**config.mk**
```make
export PLATFORM = sky130hd
export DESIGN_NAME = fclc_top
export DESIGN_NICKNAME = d
export VERILOG_FILES = /design/src/logic/fclc_pkg.sv /design/src/logic/fclc_top.sv
export SDC_FILE = /design/constraint.sdc
export NUM_CORES = 1
export LEC_CHECK = 0
export ABC_CLOCK_PERIOD_IN_PS = 8200
export BUFFER_PORTS_ARGS = -buffer_cell sky130_fd_sc_hd__buf_2
export CORE_MARGIN = 3
export CORE_UTILIZATION = 47
export DETAILED_ROUTE_END_ITERATION = 12
export PLACE_DENSITY = 0.67
export REMOVE_ABC_BUFFERS = 1
export SYNTH_ARGS = -nofsm -noshare
export SYNTH_HDL_FRONTEND = slang
export SYNTH_SLANG_ARGS = --single-unit
```
**constraint.sdc**
```tcl
create_clock -name pclk -period 8.2 [get_ports pclk]
set_input_delay 0.82 -clock pclk [delete_from_list [all_inputs] [get_ports pclk]]
set_output_delay 0.82 -clock pclk [all_outputs]
set_load 0.02 [all_outputs]
```
**src/logic/fclc_pkg.sv**
```systemverilog
// Constants for the flash command launch front end.
// Assumes a 32-bit APB bus, one register per aligned word.
package fclc_pkg;
    // Register byte offsets
    localparam logic [7:0]  OFS_DIV     = 8'h00;
    localparam logic [7:0]  OFS_CFG     = 8'h04;
    localparam logic [7:0]  OFS_STAT    = 8'h08;
    localparam logic [7:0]  OFS_IDX     = 8'h0c;
    localparam logic [7:0]  OFS_PARAM   = 8'h10;
    localparam logic [7:0]  OFS_PPROT   = 8'h14;
    localparam logic [7:0]  OFS_DPROT   = 8'h18;
    localparam logic [7:0]  OFS_VER     = 8'h1c;
    localparam logic [7:0]  OFS_MODE    = 8'h20;
    // Divider register fields
    localparam int          DIV_LD_BIT  = 7;
    localparam int          DIV_W       = 7;
    // Status register fields
    localparam int          ST_COMMAND_COMPLETE_FLAG_BIT = 7;
    localparam int          ST_ACC_BIT  = 5;
    localparam int          ST_PV_BIT   = 4;
    // Program protection fields
    localparam int          PP_OPEN_BIT = 7;
    localparam int          PP_HDIS_BIT = 5;
    localparam int          PP_LDIS_BIT = 2;
    // Data protection fields
    localparam int          DP_OPEN_BIT = 7;
    // Parameter array
    localparam int          IDX_W       = 3;
    localparam int          NWORDS      = 6;
    localparam logic [2:0]  IDX_CMD     = 3'h0;
    // Information row version word
    localparam logic [17:0] VER_ADDR    = 18'h040b6;
    localparam int          VER_W       = 4;
    // Reset values
    localparam logic [7:0]  CFG_RST     = 8'h00;
    localparam logic [7:0]  PP_RST      = 8'h00;
    localparam logic [7:0]  DP_RST      = 8'h00;
    // Time base target
    localparam int          TB_TARGET_HZ = 1000000;
    localparam int          BUS_HZ       = 10000000;
    localparam int          MIN_BUS_HZ   = 800000;
    localparam logic [6:0]  DIV_DEFAULT  = 7'((BUS_HZ / TB_TARGET_HZ) - 1);
    // Command codes
    localparam logic [7:0]  CMD_EVA     = 8'h01;
    localparam logic [7:0]  CMD_EVB     = 8'h02;
    localparam logic [7:0]  CMD_EVS     = 8'h03;
    localparam logic [7:0]  CMD_RDONCE  = 8'h04;
    localparam logic [7:0]  CMD_PGM     = 8'h06;
    localparam logic [7:0]  CMD_PGONCE  = 8'h07;
    localparam logic [7:0]  CMD_ERSALL  = 8'h08;
    localparam logic [7:0]  CMD_ERSBLK  = 8'h09;
    localparam logic [7:0]  CMD_ERSSEC  = 8'h0a;
    localparam logic [7:0]  CMD_UNSEC   = 8'h0b;
    localparam logic [7:0]  CMD_KEY     = 8'h0c;
    localparam logic [7:0]  CMD_UMARG   = 8'h0d;
    localparam logic [7:0]  CMD_FMARG   = 8'h0e;
    localparam logic [7:0]  CMD_DEVS    = 8'h10;
    localparam logic [7:0]  CMD_DPGM    = 8'h11;
    localparam logic [7:0]  CMD_DERS    = 8'h12;
endpackage : fclc_pkg

```
**src/logic/fclc_top.sv**
```systemverilog
// APB register front end that checks and launches flash commands.
// Assumes an external memory controller that runs launched commands
// and answers with a done pulse and result words.
//
// Notes on behaviour
// - Mode input: low normal, high special
// - Version word: low four bits, none codes
// - Divider write while idle sets loaded flag
// - Unloaded divider: program/erase rejected, access error
// - Busy: launches refused, array writes discarded
// - Array accesses routed through index field
// - Writing one to complete flag launches
// - Flag low until done, results returned
// - Erase verify all and block commands allowed in all states; section verify follows the secured special rule
// - Erase all and unsecure: special only
// - Key check normal only; field margin unsecured special
// - Other commands rejected in secured special
// - Section verify passed to controller
// - One-time read and program passed through
// - Program command passed to controller
// - Erase all needs all protections opened
// - Block erase needs program protections opened
// - Sector erase passed to controller
// - Invalid command code sets access error
// - Command code in high byte of word zero
`timescale 1ns/100ps
module fclc_top #(
    parameter logic [3:0] VERSION_NUMBER = 4'h2  // Arbitrary version value
) (
    // Clock and reset
    input  wire logic        pclk,
    input  wire logic        presetn,
    // APB slave
    input  wire logic        psel,
    input  wire logic        penable,
    input  wire logic        pwrite,
    input  wire logic [7:0]  paddr,
    input  wire logic [31:0] pwdata,
    output logic      [31:0] prdata,
    output logic             pready,
    output logic             pslverr,
    // Device state
    input  wire logic        special_mode_select_in,
    input  wire logic        secured_in,
    // Memory controller
    output logic             mc_launch,
    output logic      [95:0] mc_params,
    input  wire logic        mc_done,
    input  wire logic        mc_res_we,
    input  wire logic [2:0]  mc_res_idx,
    input  wire logic [15:0] mc_res_data,
    // Time base
    output logic             flash_time_base
);

    // Register state
    logic [6:0]  divider_value_field_r;
    logic        divider_loaded_flag_r;
    logic [7:0]  flash_config_reg_r;
    logic        command_complete_flag_r;
    logic        access_error_flag_r;
    logic        protection_violation_flag_r;
    logic [2:0]  param_index_field_r;
    logic [15:0] command_param_array_r [fclc_pkg::NWORDS];
    logic [7:0]  program_protection_reg_r;
    logic [7:0]  data_protection_reg_r;
    logic [6:0]  tb_cnt_r;
    logic        pready_r;
    logic        pslverr_r;
    logic [31:0] prdata_r;
    logic        mc_launch_r;
    logic [95:0] mc_params_r;
    logic        tb_tick_r;

    // Bus decode
    logic        setup;
    logic        wr_acc;
    logic        mapped;
    logic        wr_div;
    logic        wr_cfg;
    logic        wr_stat;
    logic        wr_idx;
    logic        wr_param;
    logic        wr_pprot;
    logic        wr_dprot;
    logic        launch_req;
    logic [7:0]  command_code;
    logic        cmd_valid;
    logic        cmd_allowed;
    logic        cmd_pe;
    logic        prot_fail;
    logic        launch_ok;
    logic        launch_bad_acc;
    logic        version_none;
    logic [3:0]  version_number_field;

    assign setup  = psel & ~penable;
    assign wr_acc = psel & penable & pready_r & pwrite & ~pslverr_r;
    assign mapped = (paddr == fclc_pkg::OFS_DIV)   | (paddr == fclc_pkg::OFS_CFG)
                  | (paddr == fclc_pkg::OFS_STAT)  | (paddr == fclc_pkg::OFS_IDX)
                  | (paddr == fclc_pkg::OFS_PARAM) | (paddr == fclc_pkg::OFS_PPROT)
                  | (paddr == fclc_pkg::OFS_DPROT) | (paddr == fclc_pkg::OFS_VER)
                  | (paddr == fclc_pkg::OFS_MODE);

    assign wr_div   = wr_acc & (paddr == fclc_pkg::OFS_DIV);
    assign wr_cfg   = wr_acc & (paddr == fclc_pkg::OFS_CFG);
    assign wr_stat  = wr_acc & (paddr == fclc_pkg::OFS_STAT);
    assign wr_idx   = wr_acc & (paddr == fclc_pkg::OFS_IDX);
    assign wr_param = wr_acc & (paddr == fclc_pkg::OFS_PARAM);
    assign wr_pprot = wr_acc & (paddr == fclc_pkg::OFS_PPROT);
    assign wr_dprot = wr_acc & (paddr == fclc_pkg::OFS_DPROT);

    // Launch request only while idle and error flags clear
    assign launch_req = wr_stat & pwdata[fclc_pkg::ST_COMMAND_COMPLETE_FLAG_BIT] & command_complete_flag_r
                      & ~access_error_flag_r & ~protection_violation_flag_r;

    // Command code from high byte of word zero
    assign command_code = command_param_array_r[fclc_pkg::IDX_CMD][15:8];

    // Valid command codes
    always_comb begin
        case (command_code)
            fclc_pkg::CMD_EVA, fclc_pkg::CMD_EVB, fclc_pkg::CMD_EVS,
            fclc_pkg::CMD_RDONCE, fclc_pkg::CMD_PGM, fclc_pkg::CMD_PGONCE,
            fclc_pkg::CMD_ERSALL, fclc_pkg::CMD_ERSBLK, fclc_pkg::CMD_ERSSEC,
            fclc_pkg::CMD_UNSEC, fclc_pkg::CMD_KEY, fclc_pkg::CMD_UMARG,
            fclc_pkg::CMD_FMARG, fclc_pkg::CMD_DEVS, fclc_pkg::CMD_DPGM,
            fclc_pkg::CMD_DERS: cmd_valid = 1'b1;
            default:            cmd_valid = 1'b0;
        endcase
    end

    // Availability by mode and security
    always_comb begin
        case (command_code)
            fclc_pkg::CMD_EVA, fclc_pkg::CMD_EVB:
                cmd_allowed = 1'b1;
            fclc_pkg::CMD_ERSALL, fclc_pkg::CMD_UNSEC:
                cmd_allowed = special_mode_select_in;
            fclc_pkg::CMD_KEY:
                cmd_allowed = ~special_mode_select_in;
            fclc_pkg::CMD_FMARG:
                cmd_allowed = special_mode_select_in & ~secured_in;
            default:
                cmd_allowed = ~(special_mode_select_in & secured_in);
        endcase
    end

    // Program and erase commands need a loaded divider
    always_comb begin
        case (command_code)
            fclc_pkg::CMD_PGM, fclc_pkg::CMD_PGONCE, fclc_pkg::CMD_ERSALL,
            fclc_pkg::CMD_ERSBLK, fclc_pkg::CMD_ERSSEC, fclc_pkg::CMD_UNSEC,
            fclc_pkg::CMD_DPGM, fclc_pkg::CMD_DERS: cmd_pe = 1'b1;
            default:                                 cmd_pe = 1'b0;
        endcase
    end

    // Protection gating of mass erases
    always_comb begin
        case (command_code)
            fclc_pkg::CMD_ERSALL:
                prot_fail = ~(program_protection_reg_r[fclc_pkg::PP_LDIS_BIT]
                            & program_protection_reg_r[fclc_pkg::PP_HDIS_BIT]
                            & program_protection_reg_r[fclc_pkg::PP_OPEN_BIT]
                            & data_protection_reg_r[fclc_pkg::DP_OPEN_BIT]);
            fclc_pkg::CMD_ERSBLK:
                prot_fail = ~(program_protection_reg_r[fclc_pkg::PP_LDIS_BIT]
                            & program_protection_reg_r[fclc_pkg::PP_HDIS_BIT]
                            & program_protection_reg_r[fclc_pkg::PP_OPEN_BIT]);
            default:
                prot_fail = 1'b0;
        endcase
    end

    assign launch_bad_acc = ~cmd_valid | ~cmd_allowed
                          | (cmd_pe & ~divider_loaded_flag_r);
    assign launch_ok      = launch_req & ~launch_bad_acc & ~prot_fail;

    // Version word and its none codes
    assign version_number_field = VERSION_NUMBER;
    assign version_none = (version_number_field == 4'h0)
                        | (version_number_field == 4'hf);

    // APB handshake: answer in first access cycle
    always_ff @(posedge pclk or negedge presetn) begin
        if (!presetn) begin
            pready_r  <= 1'b0;
            pslverr_r <= 1'b0;
        end else begin
            pready_r  <= setup;
            pslverr_r <= setup & ~mapped;
        end
    end

    // Read data captured in setup cycle
    always_ff @(posedge pclk or negedge presetn) begin
        if (!presetn) begin
            prdata_r <= 32'h0000_0000;
        end else if (setup & ~pwrite) begin
            case (paddr)
                fclc_pkg::OFS_DIV:   prdata_r <= {24'h000000, divider_loaded_flag_r,
                                                  divider_value_field_r};
                fclc_pkg::OFS_CFG:   prdata_r <= {24'h000000, flash_config_reg_r};
                fclc_pkg::OFS_STAT:  prdata_r <= {24'h000000, command_complete_flag_r, 1'b0,
                                                  access_error_flag_r,
                                                  protection_violation_flag_r, 4'h0};
                fclc_pkg::OFS_IDX:   prdata_r <= {29'h0000_0000, param_index_field_r};
                fclc_pkg::OFS_PARAM: prdata_r <= (param_index_field_r < 3'(fclc_pkg::NWORDS))
                                                 ? {16'h0000,
                                                    command_param_array_r[param_index_field_r]}
                                                 : 32'h0000_0000;
                fclc_pkg::OFS_PPROT: prdata_r <= {24'h000000, program_protection_reg_r};
                fclc_pkg::OFS_DPROT: prdata_r <= {24'h000000, data_protection_reg_r};
                fclc_pkg::OFS_VER:   prdata_r <= {15'h0000, version_none, 12'h000,
                                                  version_number_field};
                fclc_pkg::OFS_MODE:  prdata_r <= {30'h0000_0000, secured_in,
                                                  special_mode_select_in};
                default:             prdata_r <= 32'h0000_0000;
            endcase
        end
    end

    // Divider value and loaded flag
    always_ff @(posedge pclk or negedge presetn) begin
        if (!presetn) begin
            divider_value_field_r <= 7'h00;
            divider_loaded_flag_r <= 1'b0;
        end else if (wr_div & command_complete_flag_r) begin
            divider_value_field_r <= pwdata[fclc_pkg::DIV_W-1:0];
            divider_loaded_flag_r <= 1'b1;
        end
    end

    // Time base enable from divider
    always_ff @(posedge pclk or negedge presetn) begin
        if (!presetn) begin
            tb_cnt_r  <= 7'h00;
            tb_tick_r <= 1'b0;
        end else if (!divider_loaded_flag_r) begin
            tb_cnt_r  <= 7'h00;
            tb_tick_r <= 1'b0;
        end else if (tb_cnt_r >= divider_value_field_r) begin
            tb_cnt_r  <= 7'h00;
            tb_tick_r <= 1'b1;
        end else begin
            tb_cnt_r  <= tb_cnt_r + 7'h01;
            tb_tick_r <= 1'b0;
        end
    end

    // Configuration and protection, locked while busy
    always_ff @(posedge pclk or negedge presetn) begin
        if (!presetn) begin
            flash_config_reg_r       <= fclc_pkg::CFG_RST;
            program_protection_reg_r <= fclc_pkg::PP_RST;
            data_protection_reg_r    <= fclc_pkg::DP_RST;
        end else if (command_complete_flag_r) begin
            if (wr_cfg) begin
                flash_config_reg_r <= pwdata[7:0];
            end
            if (wr_pprot) begin
                program_protection_reg_r <= pwdata[7:0];
            end
            if (wr_dprot) begin
                data_protection_reg_r <= pwdata[7:0];
            end
        end
    end

    // Parameter index
    always_ff @(posedge pclk or negedge presetn) begin
        if (!presetn) begin
            param_index_field_r <= 3'h0;
        end else if (wr_idx & command_complete_flag_r) begin
            param_index_field_r <= pwdata[fclc_pkg::IDX_W-1:0];
        end
    end

    // Parameter array: host writes when idle, results while busy
    always_ff @(posedge pclk or negedge presetn) begin
        if (!presetn) begin
            for (int i = 0; i < fclc_pkg::NWORDS; i++) begin
                command_param_array_r[i] <= 16'h0000;
            end
        end else if (!command_complete_flag_r) begin
            if (mc_res_we && (mc_res_idx < 3'(fclc_pkg::NWORDS))) begin
                command_param_array_r[mc_res_idx] <= mc_res_data;
            end
        end else if (wr_param && (param_index_field_r < 3'(fclc_pkg::NWORDS))) begin
            command_param_array_r[param_index_field_r] <= pwdata[15:0];
        end
    end

    // Completion flag
    always_ff @(posedge pclk or negedge presetn) begin
        if (!presetn) begin
            command_complete_flag_r <= 1'b1;
        end else if (launch_ok) begin
            command_complete_flag_r <= 1'b0;
        end else if (!command_complete_flag_r && mc_done) begin
            command_complete_flag_r <= 1'b1;
        end
    end

    // Error flags: set wins over clear
    always_ff @(posedge pclk or negedge presetn) begin
        if (!presetn) begin
            access_error_flag_r         <= 1'b0;
            protection_violation_flag_r <= 1'b0;
        end else begin
            if (launch_req & launch_bad_acc) begin
                access_error_flag_r <= 1'b1;
            end else if (wr_stat & pwdata[fclc_pkg::ST_ACC_BIT]) begin
                access_error_flag_r <= 1'b0;
            end
            if (launch_req & ~launch_bad_acc & prot_fail) begin
                protection_violation_flag_r <= 1'b1;
            end else if (wr_stat & pwdata[fclc_pkg::ST_PV_BIT]) begin
                protection_violation_flag_r <= 1'b0;
            end
        end
    end

    // Hand array to controller; section verify, one-time, program, sector erase pass here
    always_ff @(posedge pclk or negedge presetn) begin
        if (!presetn) begin
            mc_launch_r <= 1'b0;
            mc_params_r <= 96'h0;
        end else begin
            mc_launch_r <= launch_ok;
            if (launch_ok) begin
                for (int i = 0; i < fclc_pkg::NWORDS; i++) begin
                    mc_params_r[i*16 +: 16] <= command_param_array_r[i];
                end
            end
        end
    end

    assign prdata          = prdata_r;
    assign pready          = pready_r;
    assign pslverr         = pslverr_r;
    assign mc_launch       = mc_launch_r;
    assign mc_params       = mc_params_r;
    assign flash_time_base = tb_tick_r;

endmodule : fclc_top

```
# After elaboration in Yosys (flattened, before gate mapping)
# Memories as Yosys holds them, arrays and structs flattened.
# Index checks and enable logic that the tools add are counted.
dict set report classes {
  addsub 1
  magnitude_cmp 7
  n_eq_ne 16
  n_mux 28
  bitwise 60
  reduce_logical 18
}
# op count
set ops {}
lappend ops {{96-bit two-way mux} 3}
lappend ops {{96-bit bitwise mux} 2}
lappend ops {{16-bit case mux with 9 select lines} 1}
lappend ops {{16-bit demux with 3-bit select} 2}
lappend ops {{16-bit two-way mux} 5}
lappend ops {{8-bit by 4-bit == test with 1-bit output, second input constant} 7}
lappend ops {{16-bit binary-select mux with 3-bit select} 1}
lappend ops {{1-bit bitwise AND} 32}
lappend ops {{8-bit by 5-bit == test with 1-bit output, second input constant} 4}
lappend ops {{1-bit inverter} 16}
lappend ops {{7-bit two-way mux} 2}
lappend ops {{1-bit two-way mux} 10}
lappend ops {{1-bit bitwise OR} 10}
lappend ops {{8-bit by 1-bit == test with 1-bit output, second input constant} 1}
lappend ops {{8-bit by 2-bit == test with 1-bit output, second input constant} 1}
lappend ops {{8-bit by 3-bit == test with 1-bit output, second input constant} 1}
lappend ops {{8-bit by 6-bit == test with 1-bit output, second input constant} 1}
lappend ops {{4-bit >= comparator, second input constant} 2}
lappend ops {{8-bit zero test} 1}
lappend ops {{4-bit by 1-bit less-than comparator with 1-bit output, second input constant} 2}
lappend ops {{3-bit inverter with 4-bit output} 2}
lappend ops {{2-bit AND reduction} 4}
lappend ops {{2-bit nonzero test} 4}
lappend ops {{7-bit by 1-bit adder with 7-bit output, second input constant} 1}
lappend ops {{other kinds (9)} 15}
dict set report word_totals {
  regBits 273
  rom_bits 64
  inputBits 68
  out_inout_bits 132
  word_cells 154
  mem_count 2
}
# memory depth width rd rd_ports_with_merged_regs write_ports line
set memory_table {}
lappend memory_table {{(name not given)} 32 1 1 0 0 fclc_top.sv:151} ;# case (command_code)
lappend memory_table {{(name not given)} 32 1 1 0 0 fclc_top.sv:122} ;# case (command_code)

# Longest topological paths before layout
# Gate-level depths: netlist of run 1.
dict set report logic_depth {
  word_depth 12
  depth_mapped 10
  ltp_nobuf 8
}

# Worst setup path after synthesis of run 1
# Ideal clock, no wire load.
dict set report synth_path {
  path_kind {input-to-reg}
  start {in paddr[2]}
  end {reg command_param_array_r[69] (netlist bit)}
  setup_ps 125
  arrival_ps 2729
  required_ps 8075
  path_slack_ps 5346
  cell_stages 8
  path_buffers 2
  cell_sequence {nor2_1 > nand2_1 > a211oi_4 > a21oi_1 > buf_4 > nor2_2 > buf_2 > mux2_2}
}
dict set report synth_between {
  elab_chain_len 5
}
# item line
set synth_lines {}
lappend synth_lines {{start: declaration} fclc_top.sv:37} ;# input wire logic [7:0] paddr,
lappend synth_lines {{8-bit by 5-bit == test with 1-bit output} fclc_top.sv:109} ;# assign wr_param = wr_acc & (paddr == fclc_pkg::OFS_PARAM);
lappend synth_lines {{1-bit bitwise AND} fclc_top.sv:109}
lappend synth_lines {{1-bit logical AND} fclc_top.sv:290} ;# end else if (wr_param && (param_index_field_r < 3'(fclc_pkg::NWORDS))) begin
lappend synth_lines {{2-bit by 1-bit != test with 1-bit output (no line)} n/a}
lappend synth_lines {{2-bit AND reduction (no line)} n/a}
lappend synth_lines {{end signal: indexed assignment} fclc_top.sv:288} ;# command_param_array_r[mc_res_idx] <= mc_res_data;
lappend synth_lines {{end signal: indexed assignment} fclc_top.sv:291} ;# command_param_array_r[param_index_field_r] <= pwdata[15:0];
lappend synth_lines {{end: declaration} fclc_top.sv:64} ;# logic [15:0] command_param_array_r [fclc_pkg::NWORDS];
# No other way between the ends.
# A chain may end at the register's enable or synchronous reset.

# Final worst setup path of run 1
dict set report layout_path {
  start {reg command_param_array_r, in the netlist command_code[0]}
  end {reg mc_params_r[77] (netlist: mc_params[77])}
}
dict set report layout_between {
  elab_chain_len 9
  word_cells_on_any_way 24
  classes_between {7 x eq/ne; 4 x mux; 9 x bitwise; 2 x reduce/logical; 2 x memory}
}
# item line
set layout_lines {}
lappend layout_lines {{branches (longest 8 deep; another with memory read 32 x 1 bit)} n/a}
lappend layout_lines {{1-bit bitwise AND *} fclc_top.sv:178} ;# assign launch_ok = launch_req & ~launch_bad_acc & ~prot_fail;
lappend layout_lines {{end signal: indexed assignment} fclc_top.sv:334} ;# mc_params_r[i*16 +: 16] <= command_param_array_r[i];
lappend layout_lines {{end: declaration} fclc_top.sv:72} ;# logic [95:0] mc_params_r;
# Mark *: on every way between the ends.

==> metrics.cfg, run 1 <==
[outcome]
status = complete, no violations

[floorplanning]
rows = 58
core_area_sq_um = 25500
ios = 200
die_h_um = 168
dieArea_sq_um = 28100
initial_core_util_pct = 48.3
dieWidth_um = 168

[critical_path]
ff2ff_path_depth = 10
r2r_start = command_code[0]
worstPathMaxFanout = 58
cp.required_ns = 8.62
cp-start-kind = flip-flop
cp_data_arrival_time_ns = 4.23
endpoint_kind = flip-flop
crit_type = flip-flop to flip-flop
r2r_end = mc_params[77]
reg2reg_slack_ns = 4.38

[hold_path]
min_path_type = input pin to asynchronous set/reset pin

[flow_run]
cap_violations = 0

[drt]
vias = 9286
viasPerCell = 6.11
drtIter0Drc = 995
antenna_left = 0
first_pass_iters = 5
route.final.wire_length_mm = 35.1
wl_per_cell_um = 23.1
route.detailed.drc = 0

[global_routing]
grt_max_degree = 141
antenna_found_initial = 0
track_usage_pct = 24.5
gr-total-overflow = 0
grt_pass1_wl_mm = 54.4
first_global_vias = 9220

[power_and_ir_drop]
seq_power_share_pct = 49.6
p_switching_mw = 0.601
powerDensity_nw_per_um2 = 183
intPower_mw = 2.00
power_mw = 2.60
combPwrFrac_pct = 4.6
switching_share_pct = 23.1
p_clk_share_pct = 45.8
power.leakage_nw = 7.03
irDropWorstVdd_uv = 124

[logic_synthesis]
synth_seq_cells = 257
synth_cell_types = 57
syn-cell-area_sq_um = 12300
synthArstFlopShare_pct = 100
synth.area.top_cells = dfrtp_1, mux2_2, o22ai_1, mux2_1, a22oi_1
seq_area_frac_synth_pct = 52.3
synthCells = 1022
synth_edf_count = 0
synth_flop_cell = dfrtp_1
netlist.top_cell.by_area = dfrtp_1
postSynthAreaPerCell_sq_um = 12.0
synth.top_cell.area_share_pct = 52.1
yosys_warnings = 0

[clock_tree]
cts_buffers = 28
cts-resized-gates = 0
clock_latency_ns = 0.54
cts_tree = built
post-cts-setup-buffers = 0
clk_pin_slew_ns = 0.06
numClockSinks = 257
ctsHtreeMaxLevel = 1
cts.path.max_buffers = 3
postCtsHoldBufs = 0
cts-root-buf = clkbuf_16

[placed_design]
placed_cell_area_sq_um = 13400
portBuffers = 167
dp_slack_ns = 4.16
place_congestion = 0.877
dp_hpwl_mm = 22.7
dp_cells = 1472

[timing]
slew_headroom_pct = 19.4
clock.fmax_mhz = 262
rsz0062_at_grt = no
final_hold_viol_count = 0
finalCritPeriodShare_pct = 46.6
final.setup.worst_slack_ns = 4.38
whs_ns = 0.281
clock_skew_ns = 0.0131
finalSetupTns_ns = 0
finalSetupViolations = 0
period_minus_slack_ns = 3.82
worstMarginPinSlew_ns = 1.21
maxSlewViolCount = 0

[final_layout]
syn2layout_area_growth_pct = 15.8
final_nets = 1253
drive_gt1_share_pct = 37.2
diodes = 0
stdcell_count = 1521
design_area_sq_um = 14200
final_util_pct = 55.9

-- how the worst max path moves through the flow --
| stage | startpoint | to | slack (ns) | cells past startpoint |
|---|---|---|---|---|
| 6_report | command_code[0] | mc_params[77] | 4.38 | 10 |
| 3_5_place_dp | paddr[2] | command_param_array_r[20] | 4.16 | 9 |
| 3_3_place_gp | paddr[2] | command_param_array_r[21] | 4.14 | 9 |
| 2_1_floorplan | special_mode_select_in | mc_params[0] | 3.77 | 6 |
| 4_1_cts | command_code[0] | mc_params[55] | 4.39 | 10 |
| 5_1_grt | command_code[0] | mc_params[73] | 4.18 | 10 |
-- synth_stat cells (all sizes together) (11+ instances only) --
library cell / n
dfrtp: 256
mux2: 220
o22ai: 89
nand2: 61
nor2: 47
buf: 40
clkbuf: 40
a22oi: 34
nand2b: 23
o21ai: 23
mux2i: 16
o2bb2ai: 16
inv: 14
a31oi: 13
ha: 13
a21oi: 12
nor2b: 11
-- logic make-up (layout without fill, tap and decap cells) --
logic type                 count (synthesis)  count (layout)  share of synthesized area, %
AOI/OAI and AO/OA                        226             226                          12.6
adders and majority gates                 13              13                          1.32
muxes                                    240             240                          22.2
other                                      1              16                        0.0305
xor gates and xnor gates                   6               6                         0.428
DFF                                      257             257                          52.3
and+or+nand+nor                          185             185                          7.43
buffers and inverters                     94             248                          3.70
-- placed cells by master, fill, tap and decap left out, types with 4 or more instances in the layout --
master / n
a21o_1: 5
a21oi_1: 11
a221oi_1: 7
a22o_1: 5
a22oi_1: 34
a31oi_1: 13
buf_2: 166
buf_4: 17
clkbuf_1: 6
clkbuf_16: 29
clkbuf_8: 5
clkinv_2: 9
conb_1: 16
dfrtp_1: 255
ha_1: 13
inv_1: 14
mux2_1: 26
mux2_2: 194
mux2i_1: 16
mux4_2: 4
nand2_1: 61
nand2b_1: 23
nand3_1: 7
nand4_1: 4
nor2_1: 44
nor2b_1: 11
nor3_1: 8
o211ai_1: 4
o21ai_0: 23
o22ai_1: 89
o2bb2ai_1: 16
or3_1: 4
-- power groups by stage --
stage | clock, mW | sequential (mW) | combinational (mW)
floorplan | 0 | 1.31 | 0.0456
global placement | 0 | 1.31 | 0.118
detailed placement | 0 | 1.31 | 0.119
CTS | 1.21 | 1.29 | 0.120
global route | 1.27 | 1.29 | 0.132
finish | 1.19 | 1.29 | 0.120
-- final cells by class --
type	instances	area, sq um
multi-input combinational	686	5480
inverter	14	52.6
timing repair buffer	185	993
clock inverter	9	45.0
sequential	257	6430
tap	330	413
clock buffer	40	817
fill	2157	11200
-- registers in the layout, indices dropped and copies added, names as in the netlist --
register,flops
command_param_array_r,88
access_error_flag_r,1
param_index_field_r,3
mc_launch,1
pslverr,1
tb_cnt_r,7
program_protection_reg_r,8
flash_config_reg_r,8
prdata,16
command_complete_flag_r,1
divider_value_field_r,7
flash_time_base,1
divider_loaded_flag_r,1
command_code,8
protection_violation_flag_r,1
data_protection_reg_r,8
mc_params,96
pready,1
-- critical path: stages, from the launching register on --
cell and delay (ns):
dfrtp_1 0.59, inv_1 0.12, ha_1 0.30, nor2b_1 0.12
o21ai_0 0.16, nand4_1 0.11, a311o_1 0.43, nor3_4 0.20
buf_4 0.47, buf_4 0.68, mux2_2 0.41
-- metal layers --
| layer | GRT usage, % | up-vias | share of wire, % |
|---|---|---|---|
| li1 | - | 4088 | - |
| met1 | 35.5 | 4619 | 43 |
| met2 | 37.2 | 509 | 44 |
| met3 | 5.95 | 70 | 10 |
| met4 | 6.76 | 0 | 2.4 |
| met5 | 0 | - | 0 |
(Power assumes the default switching activity.)
==> inputs of run 2 (changes only) <==
- ABC_CLOCK_PERIOD_IN_PS: 8200 -> 3300
- PLACE_DENSITY: 0.67 -> 0.7
- clock period: 8.2 -> 3.3 ns (I/O delays scaled with it)
==> run 2 against run 1 <==
Net effect:
- maximum frequency increased by 34%
- first-iteration DRC count decreased by 0.10%
- utilization increased by 1.2 points
- critical endpoint is now mc_params[64]
- register-to-register slack worse by 3.9 ns
- hold slack lost 0.24 ns
- flip-flop and latch count stayed put
- via count rose by 2.6%
- non-clock buffer count up 26
==> metrics.cfg, run 2 (synthesized netlist as in run 1, its figures left out) <==
[placed_design]
place_congestion = 0.906  ; +3.2%
placed_cell_area_sq_um = 13600  ; +1.8%
dp_hpwl_mm = 24.0  ; +5.5%
portBuffers = 167  ; unchanged
dp_slack_ns = 0.475  ; -3.68 ns
dp_cells = 1497  ; +1.7%

[global_routing]
track_usage_pct = 24.9  ; +0.33 points
first_global_vias = 9557  ; +3.7%
grt_pass1_wl_mm = 55.1  ; +1.4%
antenna_found_initial = 0  ; unchanged
grt_max_degree = 96  ; -32%
gr-total-overflow = 0  ; unchanged

[floorplanning]
dieWidth_um = 168  ; unchanged
rows = 58  ; unchanged
core_area_sq_um = 25500  ; unchanged
die_h_um = 168  ; unchanged
dieArea_sq_um = 28100  ; unchanged
initial_core_util_pct = 48.3  ; unchanged
ios = 200  ; unchanged

[critical_path]
crit_end = mc_params[64]
r2r_end = mc_params[64]
worstPathMaxFanout = 38  ; -34%
cp.required_ns = 3.73  ; -4.89 ns
cp_data_arrival_time_ns = 3.27  ; -0.96 ns
ff2ff_path_depth = 10  ; unchanged
startpoint = command_code[1]
r2r_start = command_code[1]
crit_type = flip-flop to flip-flop
endpoint_kind = flip-flop
reg2reg_slack_ns = 0.46  ; -3.93 ns
cp-start-kind = flip-flop

[final_layout]
final_common_cell = dfrtp_1
final_util_pct = 57.1  ; +1.2 points
design_area_sq_um = 14500  ; +2.1%
largest_register_ff_count = 96  ; unchanged
layout_common_cells = dfrtp_1, mux2_2, buf_2
stdcell_count = 1552  ; +2.0%
final_nets = 1280  ; +2.2%
drive_gt1_share_pct = 38.6  ; +1.4 points
syn2layout_area_growth_pct = 18.2

[drt]
viasPerCell = 6.14  ; +0.54%
drtIter0Drc = 994  ; -0.10%
first_pass_iters = 5  ; unchanged
antenna_left = 0  ; unchanged
route.detailed.drc = 0  ; unchanged
vias = 9526  ; +2.6%
route.final.wire_length_mm = 35.8  ; +1.9%
wl_per_cell_um = 23.1  ; -0.15%

[clock_tree]
cts_tree = built
clk_pin_slew_ns = 0.06  ; about the same
clock_latency_ns = 0.55  ; about the same
numClockSinks = 257  ; unchanged
cts.path.max_buffers = 3  ; unchanged
cts_buffers = 29  ; +3.6%
cts-root-buf = clkbuf_16
ctsHtreeMaxLevel = 1  ; unchanged

[outcome]
status = complete, no violations

[timing]
clock_skew_ns = 0.0146  ; +0.00157 ns
finalCritPeriodShare_pct = 86.2  ; +40 points
rsz0062_at_grt = no
finalSetupViolations = 0  ; unchanged
maxSlewViolCount = 0  ; unchanged
worstMarginPinSlew_ns = 1.07  ; -0.137 ns
final_hold_viol_count = 0  ; unchanged
finalSetupTns_ns = 0  ; unchanged
slew_headroom_pct = 28.6  ; +9.3 points
clock.fmax_mhz = 352  ; +34%
period_minus_slack_ns = 2.84  ; -0.974 ns
final.setup.worst_slack_ns = 0.456  ; -3.93 ns

[power_and_ir_drop]
power.leakage_nw = 7.19  ; +2.3%
irDropWorstVdd_uv = 298  ; +140%
powerDensity_nw_per_um2 = 454  ; +150%

[hold_path]
min_path_type = input pin to flip-flop

[flow_run]
cap_violations = 0  ; unchanged

[run 2: final cells by class]
| cell class | instances | area [sq um] |
|---|---|---|
| clock buffer | 41 | 821 |
| tap | 330 | 413 |
| antenna | 1 | 2.50 |
| sequential | 257 | 6430 |
| fill | 2141 | 10900 |
| multi-input combinational | 686 | 5480 |
| inverter | 14 | 52.6 |
| clock inverter | 12 | 93.8 |
| timing repair buffer | 211 | 1240 |
[run 2: repair_timing]
item,CTS,global route
hold buffers,1,0
setup buffers,0,0
hold endpoints to repair,90,0
resized for setup,0,0
[run 2: where the power goes]
part           internal [mW]  leakage (nW)  switching [mW]
logic                 0.0917          3.17           0.216
registers               3.18          3.57          0.0246
clock network           1.80         0.452            1.29
[run 2: per-stage QoR]
step / power (mW) / hold WS [ns]
2_1_floorplan: 3.37 / 0.0344
3_3_place_gp: 3.56 / 0.412
3_5_place_dp: 3.56 / 0.408
4_1_cts: 6.64 / 0.0134
5_1_grt: 6.80 / 0.0138
6_report: 6.60 / 0.0410
[run 2: critical path, stage by stage (launching register included)]
cell and delay [ns]:
dfrtp_1 0.44, inv_1 0.10, ha_1 0.24, mux2i_1 0.20, mux2_2 0.17, a31oi_1 0.04
a311o_1 0.45, nor3_4 0.28, buf_12 0.19, buf_12 0.22, mux2_2 0.37
[run 2: metal layers]
metal | up-vias | routed length (um) | GRT usage [%]
met4 | 0 | 1350 | 8.47
met5 | - | 0 | 0
met3 | 108 | 3560 | 5.41
met1 | 4745 | 14800 | 34.5
li1 | 4125 | - | -
met2 | 548 | 16100 | 39.1
[run 2: worst min-delay path by stage]
| stage | start | end | slack [ns] | cells past startpoint |
|---|---|---|---|---|
| after floorplan | presetn | access_error_flag_r | 0.03 | 0 |
| after global placement | presetn | flash_time_base | 0.41 | 1 |
| after detailed placement | presetn | flash_time_base | 0.41 | 1 |
| after CTS | mc_done | command_complete_flag_r | 0.01 | 3 |
| after global routing | mc_done | command_complete_flag_r | 0.01 | 3 |
| final | mc_done | command_complete_flag_r | 0.04 | 3 |
